[config.mk]
export PLATFORM = sky130hd
export DESIGN_NAME = aac_core
export DESIGN_NICKNAME = d
export VERILOG_FILES = /design/src/logic/aac_pkg.sv /design/src/logic/aac_alu.sv /design/src/logic/aac_core.sv /design/src/logic/aac_regfile.sv
export SDC_FILE = /design/constraint.sdc
export NUM_CORES = 1
export LEC_CHECK = 0
export ABC_AREA = 1
export BUFFER_PORTS_ARGS = -buffer_cell sky130_fd_sc_hd__buf_2
export CORE_MARGIN = 5
export CORE_UTILIZATION = 50
export DETAILED_ROUTE_END_ITERATION = 10
export PLACE_DENSITY_LB_ADDON = 0.3
export SLEW_MARGIN = 20
export SYNTH_ARGS = -nofsm -noshare
export SYNTH_HDL_FRONTEND = slang
export SYNTH_SLANG_ARGS = --single-unit
[constraint.sdc]
create_clock -name clk_sys -period 5.4 [get_ports clk_sys]
set_input_delay 0.27 -clock clk_sys [delete_from_list [all_inputs] [get_ports clk_sys]]
set_output_delay 0.27 -clock clk_sys [all_outputs]
set_load 0.005 [all_outputs]
[src/logic/aac_pkg.sv]
/*
  Shared constants and types for the accumulator ALU core: instruction fields,
  data-space map, status bit positions, reset values and phase timing.
  Assumes a single core clock and a program memory outside the core.
*/
package aac_pkg;
  // ---------------------------------------------------------------
  // Widths
  // ---------------------------------------------------------------
  localparam int INSTR_W = 12;
  localparam int DATA_W = 8;
  localparam int FILE_AW = 5;

  // ---------------------------------------------------------------
  // Timing
  // ---------------------------------------------------------------
  localparam int CLK_PERIOD_NS = 25;
  localparam int PHASES_PER_CYCLE = 4;
  localparam int INSTR_CYCLE_NS = CLK_PERIOD_NS * PHASES_PER_CYCLE;

  // ---------------------------------------------------------------
  // Data-space map
  // ---------------------------------------------------------------
  localparam logic [4:0] ADDR_INDIRECT = 5'h00;
  localparam logic [4:0] ADDR_FPTR = 5'h02;
  localparam logic [4:0] ADDR_STATUS = 5'h03;
  localparam logic [4:0] ADDR_FSR = 5'h04;
  localparam logic [4:0] ADDR_GPR_BASE = 5'h08;

  // ---------------------------------------------------------------
  // Status bits and reset values
  // ---------------------------------------------------------------
  localparam int ST_CARRY = 0;
  localparam int ST_NIBBLE = 1;
  localparam int ST_NULL = 2;
  localparam logic [7:0] STATUS_RST = 8'h00;
  localparam logic [7:0] FSR_RST = 8'h00;
  localparam logic [7:0] ACC_RST = 8'h00;
  localparam logic [11:0] NOP_INSTR = 12'h000;

  // ---------------------------------------------------------------
  // Instruction classes and codes
  // ---------------------------------------------------------------
  localparam logic [1:0] FMT_BYTE = 2'h0;
  localparam logic [1:0] FMT_BIT = 2'h1;
  localparam logic [1:0] FMT_LIT = 2'h3;
  localparam logic [2:0] GOTO_CODE = 3'h5;
  localparam logic [3:0] BOP_MOVE = 4'h0;
  localparam logic [3:0] BOP_CLEAR = 4'h1;
  localparam logic [3:0] BOP_SUB = 4'h2;
  localparam logic [3:0] BOP_DEC = 4'h3;
  localparam logic [3:0] BOP_OR = 4'h4;
  localparam logic [3:0] BOP_AND = 4'h5;
  localparam logic [3:0] BOP_XOR = 4'h6;
  localparam logic [3:0] BOP_ADD = 4'h7;
  localparam logic [3:0] BOP_PASS = 4'h8;
  localparam logic [3:0] BOP_COM = 4'h9;
  localparam logic [3:0] BOP_INC = 4'hA;
  localparam logic [3:0] BOP_DEC_SKIP = 4'hB;
  localparam logic [3:0] BOP_RR = 4'hC;
  localparam logic [3:0] BOP_RL = 4'hD;
  localparam logic [3:0] BOP_SWAP = 4'hE;
  localparam logic [3:0] BOP_INC_SKIP = 4'hF;

  typedef enum logic [1:0] {PH_ONE, PH_TWO, PH_THREE, PH_FOUR} aac_phase_t;
  typedef enum logic [3:0] {
    ALU_PASS_A, ALU_PASS_B, ALU_ZERO, ALU_ADD, ALU_SUB, ALU_INC, ALU_DEC,
    ALU_OR, ALU_AND, ALU_XOR, ALU_COM, ALU_RR, ALU_RL, ALU_SWAP
  } aac_alu_op_t;
endpackage

[src/logic/aac_alu.sv]
/*
  Eight-bit combinational arithmetic and logic unit.
  Assumes the caller selects operands and decides which flags to keep.
*/
module aac_alu import aac_pkg::*; (
  // Operation
  input wire aac_alu_op_t op,
  input wire logic carryIn,
  // Operands
  input wire logic [DATA_W-1:0] opA,
  input wire logic [DATA_W-1:0] opB,
  // Results
  output logic [DATA_W-1:0] result,
  output logic carryOut,
  output logic nibbleOut,
  output logic nullOut
);
  logic [8:0] sum;
  logic [4:0] nib;

  always_comb begin
    sum = 9'h000;
    nib = 5'h00;
    result = 8'h00;
    carryOut = carryIn;
    case (op)
      ALU_PASS_A: result = opA;
      ALU_PASS_B: result = opB;
      ALU_ZERO: result = 8'h00;
      ALU_ADD: begin
        sum = {1'b0, opB} + {1'b0, opA};
        nib = {1'b0, opB[3:0]} + {1'b0, opA[3:0]};
        result = sum[7:0];
        carryOut = sum[8];
      end
      ALU_SUB: begin
        // Two's complement: carry out high means no borrow
        sum = {1'b0, opB} + {1'b0, ~opA} + 9'h001;
        nib = {1'b0, opB[3:0]} + {1'b0, ~opA[3:0]} + 5'h01;
        result = sum[7:0];
        carryOut = sum[8];
      end
      ALU_INC: result = opB + 8'h01;
      ALU_DEC: result = opB - 8'h01;
      ALU_OR: result = opA | opB;
      ALU_AND: result = opA & opB;
      ALU_XOR: result = opA ^ opB;
      ALU_COM: result = ~opB;
      ALU_RR: begin
        result = {carryIn, opB[7:1]};
        carryOut = opB[0];
      end
      ALU_RL: begin
        result = {opB[6:0], carryIn};
        carryOut = opB[7];
      end
      ALU_SWAP: result = {opB[3:0], opB[7:4]};
      default: result = 8'h00;
    endcase
  end

  assign nibbleOut = nib[4];
  assign nullOut = (result == 8'h00);
endmodule // aac_alu

[src/logic/aac_core.sv]
/*
  Execution core: four-phase instruction cycle, two-stage fetch/execute,
  accumulator, mapped control locations and the general register file.
  Assumes a synchronous program memory on clk_sys that presents the word
  at progAddr within three clocks.
*/
module aac_core import aac_pkg::*; #(
  parameter int PC_W = 9,
  parameter int FILE_DEPTH = 32
) (
  // Clock and reset
  input wire logic clk_sys,
  input wire logic resetn,
  // Program memory bus
  output logic [PC_W-1:0] progAddr,
  input wire logic [INSTR_W-1:0] progData,
  // Observation
  output logic [DATA_W-1:0] accumOut,
  output logic [DATA_W-1:0] statusOut
);
  // ---------------------------------------------------------------
  // State
  // ---------------------------------------------------------------
  aac_phase_t phaseQ, phaseD;
  logic [PC_W-1:0] pcQ, pcD;
  logic [INSTR_W-1:0] instrQ, instrD;
  logic [DATA_W-1:0] accQ, accD;
  logic [DATA_W-1:0] statusQ, statusD;
  logic [DATA_W-1:0] fsrQ, fsrD;
  logic [DATA_W-1:0] operandQ, operandD;

  always_comb begin
    case (phaseQ)
      PH_ONE: phaseD = PH_TWO;
      PH_TWO: phaseD = PH_THREE;
      PH_THREE: phaseD = PH_FOUR;
      PH_FOUR: phaseD = PH_ONE;
      default: phaseD = PH_ONE;
    endcase
  end

  // ---------------------------------------------------------------
  // Field decode
  // ---------------------------------------------------------------
  logic fmtByte, fmtBit, fmtLit, isGoto, destSel;
  logic [3:0] byteCode;
  logic [1:0] bitCode;
  logic [4:0] fileField, effAddr;
  logic [2:0] bitIdx;
  logic [7:0] literal, bitMask;
  logic [PC_W-1:0] gotoTarget;

  assign fmtByte = (instrQ[11:10] == FMT_BYTE);
  assign fmtBit = (instrQ[11:10] == FMT_BIT);
  assign fmtLit = (instrQ[11:10] == FMT_LIT);
  assign isGoto = (instrQ[11:9] == GOTO_CODE);
  assign byteCode = instrQ[9:6];
  assign bitCode = instrQ[9:8];
  assign destSel = instrQ[5];
  assign fileField = instrQ[4:0];
  assign bitIdx = instrQ[7:5];
  assign literal = instrQ[7:0];
  assign bitMask = 8'h01 << bitIdx;
  assign gotoTarget = PC_W'(instrQ[8:0]);
  // Indirect location resolves through the pointer register
  assign effAddr = (fileField == ADDR_INDIRECT) ? fsrQ[4:0] : fileField;

  // ---------------------------------------------------------------
  // Operation decode
  // ---------------------------------------------------------------
  aac_alu_op_t aluOp;
  logic useLit, wrFile, wrAcc, affC, affNib, affZ, skipZero;
  logic [7:0] opA;

  always_comb begin
    aluOp = ALU_PASS_B;
    useLit = 1'b0;
    wrFile = 1'b0;
    wrAcc = 1'b0;
    affC = 1'b0;
    affNib = 1'b0;
    affZ = 1'b0;
    skipZero = 1'b0;
    opA = accQ;
    if (fmtByte) begin
      case (byteCode)
        BOP_MOVE: begin
          aluOp = ALU_PASS_A;
          wrFile = destSel;
        end
        BOP_CLEAR: begin
          aluOp = ALU_ZERO;
          wrFile = destSel;
          wrAcc = ~destSel;
          affZ = 1'b1;
        end
        BOP_SUB: begin
          aluOp = ALU_SUB;
          affC = 1'b1;
          affNib = 1'b1;
          affZ = 1'b1;
        end
        BOP_ADD: begin
          aluOp = ALU_ADD;
          affC = 1'b1;
          affNib = 1'b1;
          affZ = 1'b1;
        end
        BOP_DEC: begin
          aluOp = ALU_DEC;
          affZ = 1'b1;
        end
        BOP_INC: begin
          aluOp = ALU_INC;
          affZ = 1'b1;
        end
        BOP_OR: begin
          aluOp = ALU_OR;
          affZ = 1'b1;
        end
        BOP_AND: begin
          aluOp = ALU_AND;
          affZ = 1'b1;
        end
        BOP_XOR: begin
          aluOp = ALU_XOR;
          affZ = 1'b1;
        end
        BOP_PASS: begin
          aluOp = ALU_PASS_B;
          affZ = 1'b1;
        end
        BOP_COM: begin
          aluOp = ALU_COM;
          affZ = 1'b1;
        end
        BOP_RR: begin
          aluOp = ALU_RR;
          affC = 1'b1;
        end
        BOP_RL: begin
          aluOp = ALU_RL;
          affC = 1'b1;
        end
        BOP_SWAP: aluOp = ALU_SWAP;
        BOP_DEC_SKIP: begin
          aluOp = ALU_DEC;
          skipZero = 1'b1;
        end
        BOP_INC_SKIP: begin
          aluOp = ALU_INC;
          skipZero = 1'b1;
        end
        default: aluOp = ALU_PASS_B;
      endcase
      // Result goes back to the location or to the accumulator
      if (byteCode > BOP_CLEAR) begin
        wrFile = destSel;
        wrAcc = ~destSel;
      end
    end else if (fmtBit) begin
      if (!bitCode[1]) begin
        aluOp = bitCode[0] ? ALU_OR : ALU_AND;
        opA = bitCode[0] ? bitMask : ~bitMask;
        wrFile = 1'b1;
      end
    end else if (fmtLit) begin
      useLit = 1'b1;
      wrAcc = 1'b1;
      affZ = (bitCode != 2'h0);
      case (bitCode)
        2'h0: aluOp = ALU_PASS_B;
        2'h1: aluOp = ALU_OR;
        2'h2: aluOp = ALU_AND;
        2'h3: aluOp = ALU_XOR;
        default: aluOp = ALU_PASS_B;
      endcase
    end
  end

  // ---------------------------------------------------------------
  // Operand read and arithmetic
  // ---------------------------------------------------------------
  logic rdEn, isGpr, exec, fileWr, memWrEn, fptrWr, testBit, skipTaken, flush, isSub;
  logic [7:0] memData, mappedData, fileData, opB, aluResult;
  logic aluCarry, aluNibble, aluNull;

  assign rdEn = (phaseQ == PH_TWO);
  assign exec = (phaseQ == PH_FOUR);
  assign isGpr = (effAddr >= ADDR_GPR_BASE);
  // Control locations read like any other location
  assign mappedData = (effAddr == ADDR_FPTR) ? pcQ[7:0] :
                      (effAddr == ADDR_STATUS) ? statusQ :
                      (effAddr == ADDR_FSR) ? fsrQ : 8'h00;
  assign fileData = isGpr ? memData : mappedData;
  assign operandD = (phaseQ == PH_THREE) ? fileData : operandQ;
  assign opB = useLit ? literal : operandQ;
  assign isSub = (aluOp == ALU_SUB);

  aac_regfile #(.DEPTH(FILE_DEPTH), .AW(FILE_AW), .DW(DATA_W)) u_regfile (
    .clk_sys(clk_sys),
    .resetn(resetn),
    .rdEn(rdEn),
    .rdAddr(effAddr),
    .rdData(memData),
    .wrEn(memWrEn),
    .wrAddr(effAddr),
    .wrData(aluResult)
  );

  aac_alu u_alu (
    .op(aluOp),
    .carryIn(statusQ[ST_CARRY]),
    .opA(opA),
    .opB(opB),
    .result(aluResult),
    .carryOut(aluCarry),
    .nibbleOut(aluNibble),
    .nullOut(aluNull)
  );

  // ---------------------------------------------------------------
  // Write-back and flow
  // ---------------------------------------------------------------
  assign fileWr = exec & wrFile;
  assign memWrEn = fileWr & isGpr;
  assign fptrWr = fileWr & (effAddr == ADDR_FPTR);
  assign testBit = operandQ[bitIdx];
  assign skipTaken = (fmtBit & bitCode[1] & (bitCode[0] ? testBit : ~testBit)) | (skipZero & aluNull);
  // Any flow change throws away the word fetched meanwhile
  assign flush = isGoto | fptrWr | skipTaken;

  // Pointer advances with the fetch so reset starts at location zero
  assign pcD = !exec ? pcQ :
               isGoto ? gotoTarget :
               fptrWr ? PC_W'(aluResult) : PC_W'(pcQ + 1'b1);
  assign instrD = !exec ? instrQ : (flush ? NOP_INSTR : progData);
  assign accD = (exec & wrAcc) ? aluResult : accQ;
  assign fsrD = (fileWr & (effAddr == ADDR_FSR)) ? aluResult : fsrQ;

  // Flag updates win over a plain write of the status location
  always_comb begin
    statusD = statusQ;
    if (fileWr && (effAddr == ADDR_STATUS)) begin
      statusD = aluResult;
    end
    if (exec) begin
      if (affC) begin
        statusD[ST_CARRY] = aluCarry;
      end
      if (affNib) begin
        statusD[ST_NIBBLE] = aluNibble;
      end
      if (affZ) begin
        statusD[ST_NULL] = aluNull;
      end
    end
  end

  always_ff @(posedge clk_sys or negedge resetn) begin
    if (!resetn) begin
      phaseQ <= PH_ONE;
      pcQ <= '0;
      instrQ <= NOP_INSTR;
      accQ <= ACC_RST;
      statusQ <= STATUS_RST;
      fsrQ <= FSR_RST;
      operandQ <= 8'h00;
    end else begin
      phaseQ <= phaseD;
      pcQ <= pcD;
      instrQ <= instrD;
      accQ <= accD;
      statusQ <= statusD;
      fsrQ <= fsrD;
      operandQ <= operandD;
    end
  end

  assign progAddr = pcQ;
  assign accumOut = accQ;
  assign statusOut = statusQ;
endmodule // aac_core

[src/logic/aac_regfile.sv]
/*
  General-purpose data registers: one registered read port, one write port.
  Assumes the caller keeps mapped control locations out of the write path.
*/
module aac_regfile #(
  parameter int DEPTH = 32,
  parameter int AW = 5,
  parameter int DW = 8
) (
  // Clock and reset
  input wire logic clk_sys,
  input wire logic resetn,
  // Read port
  input wire logic rdEn,
  input wire logic [AW-1:0] rdAddr,
  output logic [DW-1:0] rdData,
  // Write port
  input wire logic wrEn,
  input wire logic [AW-1:0] wrAddr,
  input wire logic [DW-1:0] wrData
);
  // No reset on the array: contents are undefined after power-up
  logic [DW-1:0] mem [DEPTH];

  always_ff @(posedge clk_sys) begin
    if (wrEn) begin
      mem[wrAddr] <= wrData;
    end
  end

  always_ff @(posedge clk_sys or negedge resetn) begin
    if (!resetn) begin
      rdData <= '0;
    end else if (rdEn) begin
      rdData <= mem[rdAddr];
    end
  end
endmodule // aac_regfile

==> qor.yml, run 1 <==
status: "finished clean"
grt_antenna_before_repair: 1
hold_class: "in -> reg"
routed_wl_um: 43400
critPathLaunchType: "flip-flop"
tightestPinTransition_ns: 1.10
worst_path_largest_cell_delay_ns: 0.94
setup_viol: 0
async_flop_share: 0.197
maxCapViolCount: 0
syn_to_final_growth_pct: 12.3
drcViolationCount: 0
cts_buffers: 30
multi_input_area_mm2: 0.00572
drive_gt1_frac: 0.104
grt_max_degree: 65
p_int_mw: 5.81
vias: 12000
syn_inst: 1573
post_cts.repair.setup_buffers: 0
critical_path.top_delay_family: "simple AND/OR/NAND/NOR gates"
drv_slew: 0
grt_pass1_wl_um: 68200
netlist_area_mm2: 0.0157
ctsResizeCount: 0
ff_latch_area_mm2: 0.00926
num-fill-cells: 2710
rows: 64
first_pass_iters: 6
drtIter0Drc: 1394
antenna_left: 0
htreeDepth: 1
die_width_um: 187
routabilityCongestion: 0.961
seqPwrFrac: 0.414
combPwrFrac: 0.355
final_cell_mix: "nand2_1 (409), edfxtp_1 (256), inv_1 (161), a22oi_1 (99), nand3_1 (89)"
ys.flop_type: "edfxtp_1"
grt_use_total: 0.244
pin_count: 39
wire_per_inst_um: 20.7
clock_latency_ns: 0.57
timing.rr.end: "instrQ[3]"
p_leak_nw: 7.45
period_share: 0.910
slew_headroom: 0.261
synth.avg_cell_area_um2: 9.97
fin_nets: 1732
postPlaceCellArea_mm2: 0.0166
cp_max_fo: 18
clockBufferDepth: 3
root_buffer: "clkbuf_16"
cts.sinks: 319
synth_cell_type_count: 55
worst-path-buf-inv: 1
ys_warn_count: 0
end_kind: "flip-flop"
rsz0062_at_grt: "false"
final.setup.tns_ns: 0
worstPathCellList: "nand2_2, o21ai_0, inv_1, fa_1, nand4_1, nand3_1, xor2_1, nand2_1, nand2_1, nor2_1, nand3_1, nor2_1, nand2_1, nor2_2, nand3_1, nand3_1, nand2_1"
final_common_cell: "nand2_1"
cp.required_ns: 5.85
fin_skew_ns: 0.0102
power_density_mw_per_mm2: 537
grt_overflow: 0
ys_seq_area_frac: 0.590
switching_share: 0.386
post-route-min-period_ns: 4.91
synth-seq-cells: 319
rr_startpoint: "instrQ[10]"
die_h_um: 187
start_util: 0.510
antenna_cells: 0
clkSlewWorstSetupHoldPaths_ns: 0.07
viasPerCell: 5.74
r2r_cells: 17
core_mm2: 0.0307
path_class: "reg -> reg"
slowest_stage: "o21ai_0"
max_freq_mhz: 203
hpwl_um: 29700
min_path_cells: 5
p_switching_mw: 3.65
final_cell_area_mm2: 0.0176
reg2reg_slack_ns: 0.49
finalHoldViolations: 0
peakVddDrop_uv: 421
cp_data_arrival_time_ns: 5.36
port_buffers: 38
synth-edff-count: 256
fp.dieArea_mm2: 0.0350
pwr-share-clk: 0.230
cts_tree: "built"
grt_pass1_vias: 11900
min_to: "instrQ[4]"
hp-start: "progData[4]"
[worst max-delay path by stage]
| stage | start | to | cells past startpoint |
|---|---|---|---|
| after global routing | instrQ[10] | instrQ[9] | 17 |
| after floorplan | instrQ[10] | instrQ[10] | 25 |
| after CTS | instrQ[10] | instrQ[3] | 17 |
| after global placement | instrQ[10] | instrQ[10] | 17 |
| after detailed placement | instrQ[10] | instrQ[3] | 17 |
| final | instrQ[10] | instrQ[3] | 17 |
[synth_stat cells, drive strengths merged (2+ instances only)]
cell	number	area, um2
nand2	418	1600
edfxtp	256	7690
inv	175	657
nor2	106	460
a22oi	99	743
nand3	93	485
o21ai	70	365
dfrtp	63	1580
a21oi	43	223
nand4	38	238
ha	35	438
clkbuf	31	116
buf	24	169
xor2	17	149
nor3	16	85.1
a211oi	10	75.1
or2	8	50.1
a22o	7	61.3
a31oi	7	43.8
a21boi	6	48.8
o22ai	6	37.5
a21o	5	37.5
a221oi	5	43.8
xnor2	5	43.8
nand3b	4	30.0
o211ai	4	30.0
o221ai	4	35.0
clkinv	3	12.5
fa	3	60.1
o31ai	3	22.5
o21bai	2	15.0
[routing by layer]
| layer | GRT usage | vias up | wire [um] |
|---|---|---|---|
| met5 | 0 | - | 0 |
| met4 | 0.0859 | 0 | 1440 |
| met3 | 0.0306 | 94 | 3070 |
| met2 | 0.409 | 463 | 20900 |
| met1 | 0.331 | 5889 | 18000 |
| li1 | - | 5599 | - |
[power by group through the flow]
| stage | Clock (mW) | Sequential (mW) | Combinational [mW] |
|---|---|---|---|
| CTS | 2.21 | 3.92 | 3.34 |
| global route | 2.31 | 3.95 | 3.71 |
| detailed placement | 0 | 3.96 | 3.32 |
| floorplan | 0 | 3.86 | 2.08 |
| global placement | 0 | 3.95 | 3.27 |
| finish | 2.18 | 3.92 | 3.36 |
[worst register-to-register path, delay by kind of cell, from the launching register on]
kind | cells | cell delay [ns]
DFF | 1 | 0.53
and+or+nand+nor | 13 | 2.16
adders and majority gates | 1 | 0.56
buffers and inverters | 1 | 0.43
AOI/OAI and AO/OA | 1 | 0.94
xor gates and xnor gates | 1 | 0.18
[state kept, by name, summed over array words and instances (netlist names)]
| signal | cells |
|---|---|
| u_regfile.mem | 256 |
| instrQ | 12 |
| progAddr | 9 |
| accumOut | 8 |
| fsrQ | 8 |
| operandQ | 8 |
| statusOut | 8 |
| u_regfile.rdData | 8 |
| phaseQ | 2 |
[final cells by class]
| class | instances | area share |
|---|---|---|
| Tap cell | 396 | 0.0281 |
| Sequential cell | 319 | 0.526 |
| Clock inverter | 25 | 0.0161 |
| Clock buffer | 31 | 0.0428 |
| Inverter | 178 | 0.0380 |
| Multi-Input combinational cell | 1083 | 0.325 |
| Timing Repair Buffer | 68 | 0.0244 |
[metrics by stage]
step | setup slack [ns] | total power, mW | utilization | hold slack (ns) | instances
floorplan | 1.48 | 5.95 | - | -0.0256 | 1636
global placement | 0.663 | 7.22 | 0.539 | 0.470 | 2043
detailed placement | 0.631 | 7.29 | 0.539 | 0.495 | 2043
CTS | 0.604 | 9.46 | 0.573 | 0.000406 | 2100
global route | 0.239 | 9.97 | 0.573 | 0.0420 | 2100
finish | 0.486 | 9.46 | 0.573 | 0.0153 | 2100
[kinds of logic (layout without fill, tap and decap cells)]
group / after synthesis / in the layout / synth area share
other cells: 1 / 64 / 0.000239
simple gates: 684 / 684 / 0.188
buf+inv: 234 / 302 / 0.0614
compound gates: 275 / 275 / 0.116
fa+ha+maj: 38 / 38 / 0.0317
flops: 319 / 319 / 0.590
xor+xnor: 22 / 22 / 0.0123
[timing repair]
action | 4_1_cts | 5_1_grt
endpoints found under the hold margin | 63 | 0
setup endpoints to repair | 0 | 0
hold buffers | 1 | 0
Note: power is estimated with default switching activity, not from simulation.
==> inputs of run 2 (changes only) <==
- CORE_ASPECT_RATIO: default -> 1.75
- CORE_UTILIZATION: 50 -> 55
==> run 2 against run 1 <==
  * Core utilization grew 5.0 points
  * Critical path depth grew 4
  * Via count grew 0.34%
  * Clock-buffer cell count grew 2
  * Power shrank 1.5%
  * Critical endpoint is now instrQ[10]
  * Highest routed layer unchanged
==> qor.yml, run 2 (synthesis gave the netlist of run 1 again) <==
status: "finished clean"
antenna_left: 0  # unchanged
final.setup.tns_ns: 0  # unchanged
fp.dieArea_mm2: 0.0321  # -8.2%
syn_to_final_growth_pct: 11.4
regMostFlops: "u_regfile.mem"
worstPathCellList: "inv_2, nor2_2, nand2_2, nand2_2, nand2_1, nor2_2, inv_1, fa_1, or2_2, nand4_1, nand2_1, nand2_1, nand2_1, nor2_1, nand3_1, nor2_1, nand2_1, nor2_2, nand3_1, nand3_1, nand2_1"
drcViolationCount: 0  # unchanged
timing.critical_path.mode_cell: "nand2_1"
timing.rr.end: "instrQ[10]"
clkSlewWorstSetupHoldPaths_ns: 0.06  # about the same
pwr-share-clk: 0.211  # -0.019
max_freq_mhz: 208  # +2.2%
rows: 81  # +27%
cp-endpoint: "instrQ[10]"
rr_startpoint: "instrQ[8]"
htreeDepth: 1  # unchanged
clockBufferDepth: 3  # unchanged
combPwrFrac: 0.372  # +0.017
cts_tree: "built"
num-fill-cells: 2380  # -12%
drive_gt1_frac: 0.103  # -0.00164
worst_path_largest_cell_delay_ns: 0.64  # -0.30 ns
ctsResizeCount: 0  # unchanged
cp_data_arrival_time_ns: 5.26  # -0.10 ns
p_int_mw: 5.67  # -2.3%
slew_headroom: 0.355  # +0.0937
grt_antenna_before_repair: 0  # -1
port_buffers: 38  # unchanged
drv_slew: 0  # unchanged
grt_max_degree: 64  # -1.5%
cts_buffers: 28  # -6.7%
period_share: 0.891  # -0.0194
seqPwrFrac: 0.417  # +0.003
grt_pass1_wl_um: 69200  # +1.4%
tightestPinTransition_ns: 0.958  # -0.139 ns
antenna_cells: 0  # unchanged
p_leak_nw: 7.41  # -0.51%
final_common_cell: "nand2_1"
drtIter0Drc: 1198  # -14%
fin_skew_ns: 0.0389  # +0.0287 ns
root_buffer: "clkbuf_16"
setup_viol: 0  # unchanged
finalHoldViolations: 0  # unchanged
peakVddDrop_uv: 344  # -18%
vias: 12100  # +0.34%
fin_nets: 1735  # +0.17%
hpwl_um: 31800  # +7.3%
end_kind: "flip-flop"
grt_use_total: 0.288  # +0.0440
startpoint: "instrQ[8]"
slowest_stage: "dfrtp_1"
p_switching_mw: 3.65  # -0.10%
switching_share: 0.391  # +0.00538
wire_per_inst_um: 22.0  # +6.3%
cts.sinks: 319  # unchanged
cp_max_fo: 13  # -5
post-route-min-period_ns: 4.81  # -0.105 ns
routed_wl_um: 45600  # +5.1%
largest_reg_flops: 256  # unchanged
grt_pass1_vias: 12000  # +0.40%
total_power_mw: 9.32  # -1.5%
reg2reg_slack_ns: 0.59  # +0.10 ns
pin_count: 39  # unchanged
core_mm2: 0.0281  # -8.7%
routabilityCongestion: 1.03  # +7.7%
cp.required_ns: 5.85  # about the same
hold_class: "in -> reg"
final_cell_mix: "nand2_1 (409), edfxtp_1 (256), inv_1 (162), a22oi_1 (99), nand3_1 (89)"
path_class: "reg -> reg"
die_width_um: 138  # -26%
die_h_um: 233  # +25%
postLayoutCoreUtil: 0.623  # +0.0498
rsz0062_at_grt: "false"
r2r_cells: 21  # +4
grt_overflow: 0  # unchanged
viasPerCell: 5.82  # +1.5%
power_density_mw_per_mm2: 533  # -0.71%
start_util: 0.559  # +0.0486
critPathLaunchType: "flip-flop"
maxCapViolCount: 0  # unchanged
clock_latency_ns: 0.57  # about the same
first_pass_iters: 7  # +1
post_cts.repair.setup_buffers: 0  # unchanged
[run 2: changes by cell type in the layout (fill, tap and decap cells not counted), moves of 2 or more]
cell / delta
clkinv_1: -3
clkbuf_16: -2
bufinv_16: -2
buf_4: +5
clkinvlp_4: -4
clkinv_2: -2
clkinvlp_2: +2
clkbuf_1: +4
[run 2: area by class of cell]
| cell class | instances | area (um2) | area share |
|---|---|---|---|
| inverters | 178 | 669 | 0.0383 |
| multi-input cells | 1083 | 5730 | 0.328 |
| flip-flops and latches | 319 | 9260 | 0.530 |
| clock buffers | 33 | 719 | 0.0412 |
| clock inverters | 16 | 168 | 0.00959 |
| repair buffers | 73 | 468 | 0.0268 |
| well taps | 373 | 467 | 0.0267 |
[run 2: power by group through the flow]
| stage | Clock [mW] | Sequential (mW) | Combinational (mW) |
|---|---|---|---|
| CTS | 1.99 | 3.88 | 3.43 |
| global route | 2.09 | 3.91 | 3.79 |
| detailed placement | 0 | 3.93 | 3.41 |
| floorplan | 0 | 3.86 | 2.08 |
| finish | 1.97 | 3.89 | 3.46 |
| global placement | 0 | 3.92 | 3.39 |
[run 2: how the worst min path moves through the flow]
stage                     slack (ns)          end  cells after the start   startpoint
after floorplan                -0.03  accumOut[0]                      0       resetn
after global placement          0.47    instrQ[3]                      2    instrQ[3]
after detailed placement        0.47    instrQ[3]                      2    instrQ[3]
after CTS                      0.003    instrQ[8]                      5  progData[8]
after global routing            0.03    instrQ[7]                      5  progData[7]
final                           0.03    instrQ[6]                      5  progData[6]
[run 2: per-layer routing]
layer	up-vias	global-route usage	wire length, um
li1	5593	-	-
met1	5793	0.308	15600
met2	514	0.518	23700
met3	186	0.0362	2360
met4	0	0.199	3910
met5	-	0	0
[run 2: through the flow]
stage / cell area (um2) / setup WS [ns] / std cells / hold WS (ns)
floorplan: 15900 / 1.48 / 1636 / -0.0256
global placement: 16600 / 0.835 / 2025 / 0.469
detailed placement: 16600 / 0.737 / 2025 / 0.472
CTS: 17500 / 0.740 / 2075 / 0.00314
global route: 17500 / 0.272 / 2075 / 0.0264
finish: 17500 / 0.590 / 2075 / 0.0255
[run 2: repair_timing]
action	4_1_cts	5_1_grt
endpoints found under the hold margin	63	0
endpoints found under the setup margin	0	0
hold buffers	1	0
[run 2: worst max-delay path, delay by kind of cell, from the launching register on]
family,cells,cell delay [ns]
adders and majority gates,1,0.45
buffers and inverters,2,0.36
and+or+nand+nor,18,3.21
DFF,1,0.64
==> inputs of run 3 (changes only) <==
- CELL_PAD_IN_SITES_DETAIL_PLACEMENT: default -> 1
- CELL_PAD_IN_SITES_GLOBAL_PLACEMENT: default -> 1
- CORE_MARGIN: 5 -> 3
- CORE_UTILIZATION: 55 -> 50
==> run 3 against run 2 <==
  * Sequential share of layout area down 0.36 points
  * Core utilization shrank 5.2 points
  * Die area rose by 4.6%
  * Global-route usage is 2.4 points higher
  * Routed wire length rose by 17%
  * Critical endpoint is now instrQ[4]
  * Clock-buffer cell count is 3 higher
  * Largest cell class unchanged
  * First-iteration DRC count shrank 16%
  * Largest power group unchanged
==> qor.yml, run 3 (synthesis gave the netlist of run 1 again) <==
dp_cells: 2043  # +0.89%
switching_share: 0.406  # +0.0147
clock_latency_ns: 0.57  # about the same
worstPathCellList: "nand2_2, o21ai_0, inv_1, ha_1, nand3_1, nand2_1, nand4_1, o211ai_1, or2_2, nand3_1, o21ai_0, inv_1, nand3_2, nor2_2, nand3_1, nand3_1, nand2_1"
postLayoutCoreUtil: 0.571  # -0.0520
core_mm2: 0.0308  # +9.9%
antenna_cells: 0  # unchanged
path_class: "reg -> reg"
port_buffers: 38  # unchanged
routabilityCongestion: 0.999  # -3.4%
place_ws_ns: 0.633  # -0.103 ns
cp.required_ns: 5.86  # about the same
antenna_left: 0  # unchanged
slew_headroom: 0.259  # -0.0961
timing.critical_path.mode_cell: "nand3_1"
vias: 12600  # +3.9%
first_pass_iters: 6  # -1
pwr-share-clk: 0.218  # +0.007
p_switching_mw: 3.92  # +7.6%
ctsResizeCount: 0  # unchanged
setup_viol: 0  # unchanged
root_buffer: "clkbuf_16"
final_cell_mix: "nand2_1 (409), edfxtp_1 (256), inv_1 (161), a22oi_1 (99), nand3_1 (89)"
tightestPinTransition_ns: 1.11  # +0.152 ns
finalHoldViolations: 0  # unchanged
critPathLaunchType: "flip-flop"
regMostFlops: "u_regfile.mem"
grt_pass1_wl_um: 79900  # +16%
slowest_stage: "o21ai_0"
fin_nets: 1738  # +0.17%
p_leak_nw: 7.46  # +0.64%
p_int_mw: 5.74  # +1.2%
post-route-min-period_ns: 4.81  # +0.00181 ns
grt_max_degree: 66  # +3.1%
drtIter0Drc: 1001  # -16%
worst_path_largest_cell_delay_ns: 0.91  # +0.27 ns
cts_tree: "built"
grt_pass1_vias: 13600  # +13%
power_density_mw_per_mm2: 549  # +3.0%
cp_max_fo: 18  # +5
end_kind: "flip-flop"
cts_buffers: 29  # +3.6%
status: "finished clean"
fin_skew_ns: 0.0340  # -0.00485 ns
rsz0062_at_grt: "false"
start_util: 0.509  # -0.0502
combPwrFrac: 0.375  # +0.003
die_h_um: 240  # +3.0%
clockBufferDepth: 3  # unchanged
drcViolationCount: 0  # unchanged
seqPwrFrac: 0.406  # -0.011
fp.dieArea_mm2: 0.0336  # +4.6%
grt_use_total: 0.312  # +0.0241
final_cells: 2100  # +1.2%
hold_class: "in -> reg"
die_width_um: 140  # +1.6%
hpwl_um: 38100  # +20%
period_share: 0.891  # about the same
rows: 85  # +4.9%
final.setup.tns_ns: 0  # unchanged
worst_slack_ns: 0.588  # -0.00181 ns
max_freq_mhz: 208  # about the same
largest_reg_flops: 256  # unchanged
htreeDepth: 1  # unchanged
drive_gt1_frac: 0.108  # +0.00543
routed_wl_um: 53200  # +17%
peakVddDrop_uv: 280  # -19%
drv_slew: 0  # unchanged
viasPerCell: 5.98  # +2.7%
cts_hold_buf: 3  # +2
pin_count: 39  # unchanged
cp_data_arrival_time_ns: 5.27  # about the same
clkSlewWorstSetupHoldPaths_ns: 0.07  # about the same
grt_overflow: 0  # unchanged
wire_per_inst_um: 25.3  # +15%
final_common_cell: "nand2_1"
post_cts.repair.setup_buffers: 0  # unchanged
syn_to_final_growth_pct: 12.2
cts.sinks: 319  # unchanged
maxCapViolCount: 0  # unchanged
grt_antenna_before_repair: 0  # unchanged
==> run 3: cell count changes in the layout (fill, tap and decap cells not counted), moves of 2 or more <==
cell and delta:
clkinv_1 -4, clkinv_2 +3, clkinvlp_4 +3, clkbuf_8 +2, clkinvlp_2 -2, dlygate4sd3_1 +2
==> run 3: layout make-up <==
| cell class | instances | area, um2 |
|---|---|---|
| clock inverter | 18 | 193 |
| sequential | 319 | 9260 |
| fill | 3457 | 13200 |
| clock buffer | 36 | 772 |
| timing repair buffer | 75 | 488 |
| inverter | 178 | 669 |
| tap | 391 | 489 |
| multi-input combinational | 1083 | 5730 |
==> run 3: metal layers <==
layer,part of all wire,up-vias,global-route usage
li1,-,5606,-
met1,0.34,6249,0.321
met2,0.54,493,0.587
met3,0.040,215,0.0283
met4,0.085,0,0.223
met5,0,-,0
==> run 3: critical path: cells and delay by family (launching register included) <==
family	cells	cell delay (ns)
AO/OA/AOI/OAI	3	1.11
adder cells (fa/ha/maj)	1	0.45
buffers and inverters	2	0.46
flip-flops	1	0.55
AND/OR/NAND/NOR	11	2.12
==> run 3: worst paths after layout <==
path	depth (start not counted)	slack (ns)	startpoint	to
worst max-delay path	17	0.59	instrQ[10]	instrQ[4]
worst min-delay path	5	0.02	progData[10]	instrQ[10]
worst max register to register	17	0.59	instrQ[10]	instrQ[4]
worst min register to register	2	0.50	fsrQ[7]	fsrQ[7]
max in group asynchronous	3	4.37	resetn	statusOut[4]
min in group asynchronous	3	0.44	resetn	accumOut[3]
==> run 3: power groups by stage <==
| stage | Combinational (mW) | Clock (mW) | Sequential [mW] |
|---|---|---|---|
| after floorplan | 2.08 | 0 | 3.86 |
| after global placement | 3.40 | 0 | 3.93 |
| after detailed placement | 3.57 | 0 | 3.97 |
| after CTS | 3.59 | 2.13 | 3.92 |
| after global routing | 3.89 | 2.22 | 3.96 |
| final | 3.62 | 2.11 | 3.93 |
==> run 3: metrics by stage <==
step	total power [mW]	cell area [um2]	hold WS, ns
global placement	7.33	16600	0.467
finish	9.66	17600	0.0180
floorplan	5.95	15900	-0.0256
CTS	9.64	17600	0.00901
global route	10.1	17600	0.0364
detailed placement	7.54	16600	0.481
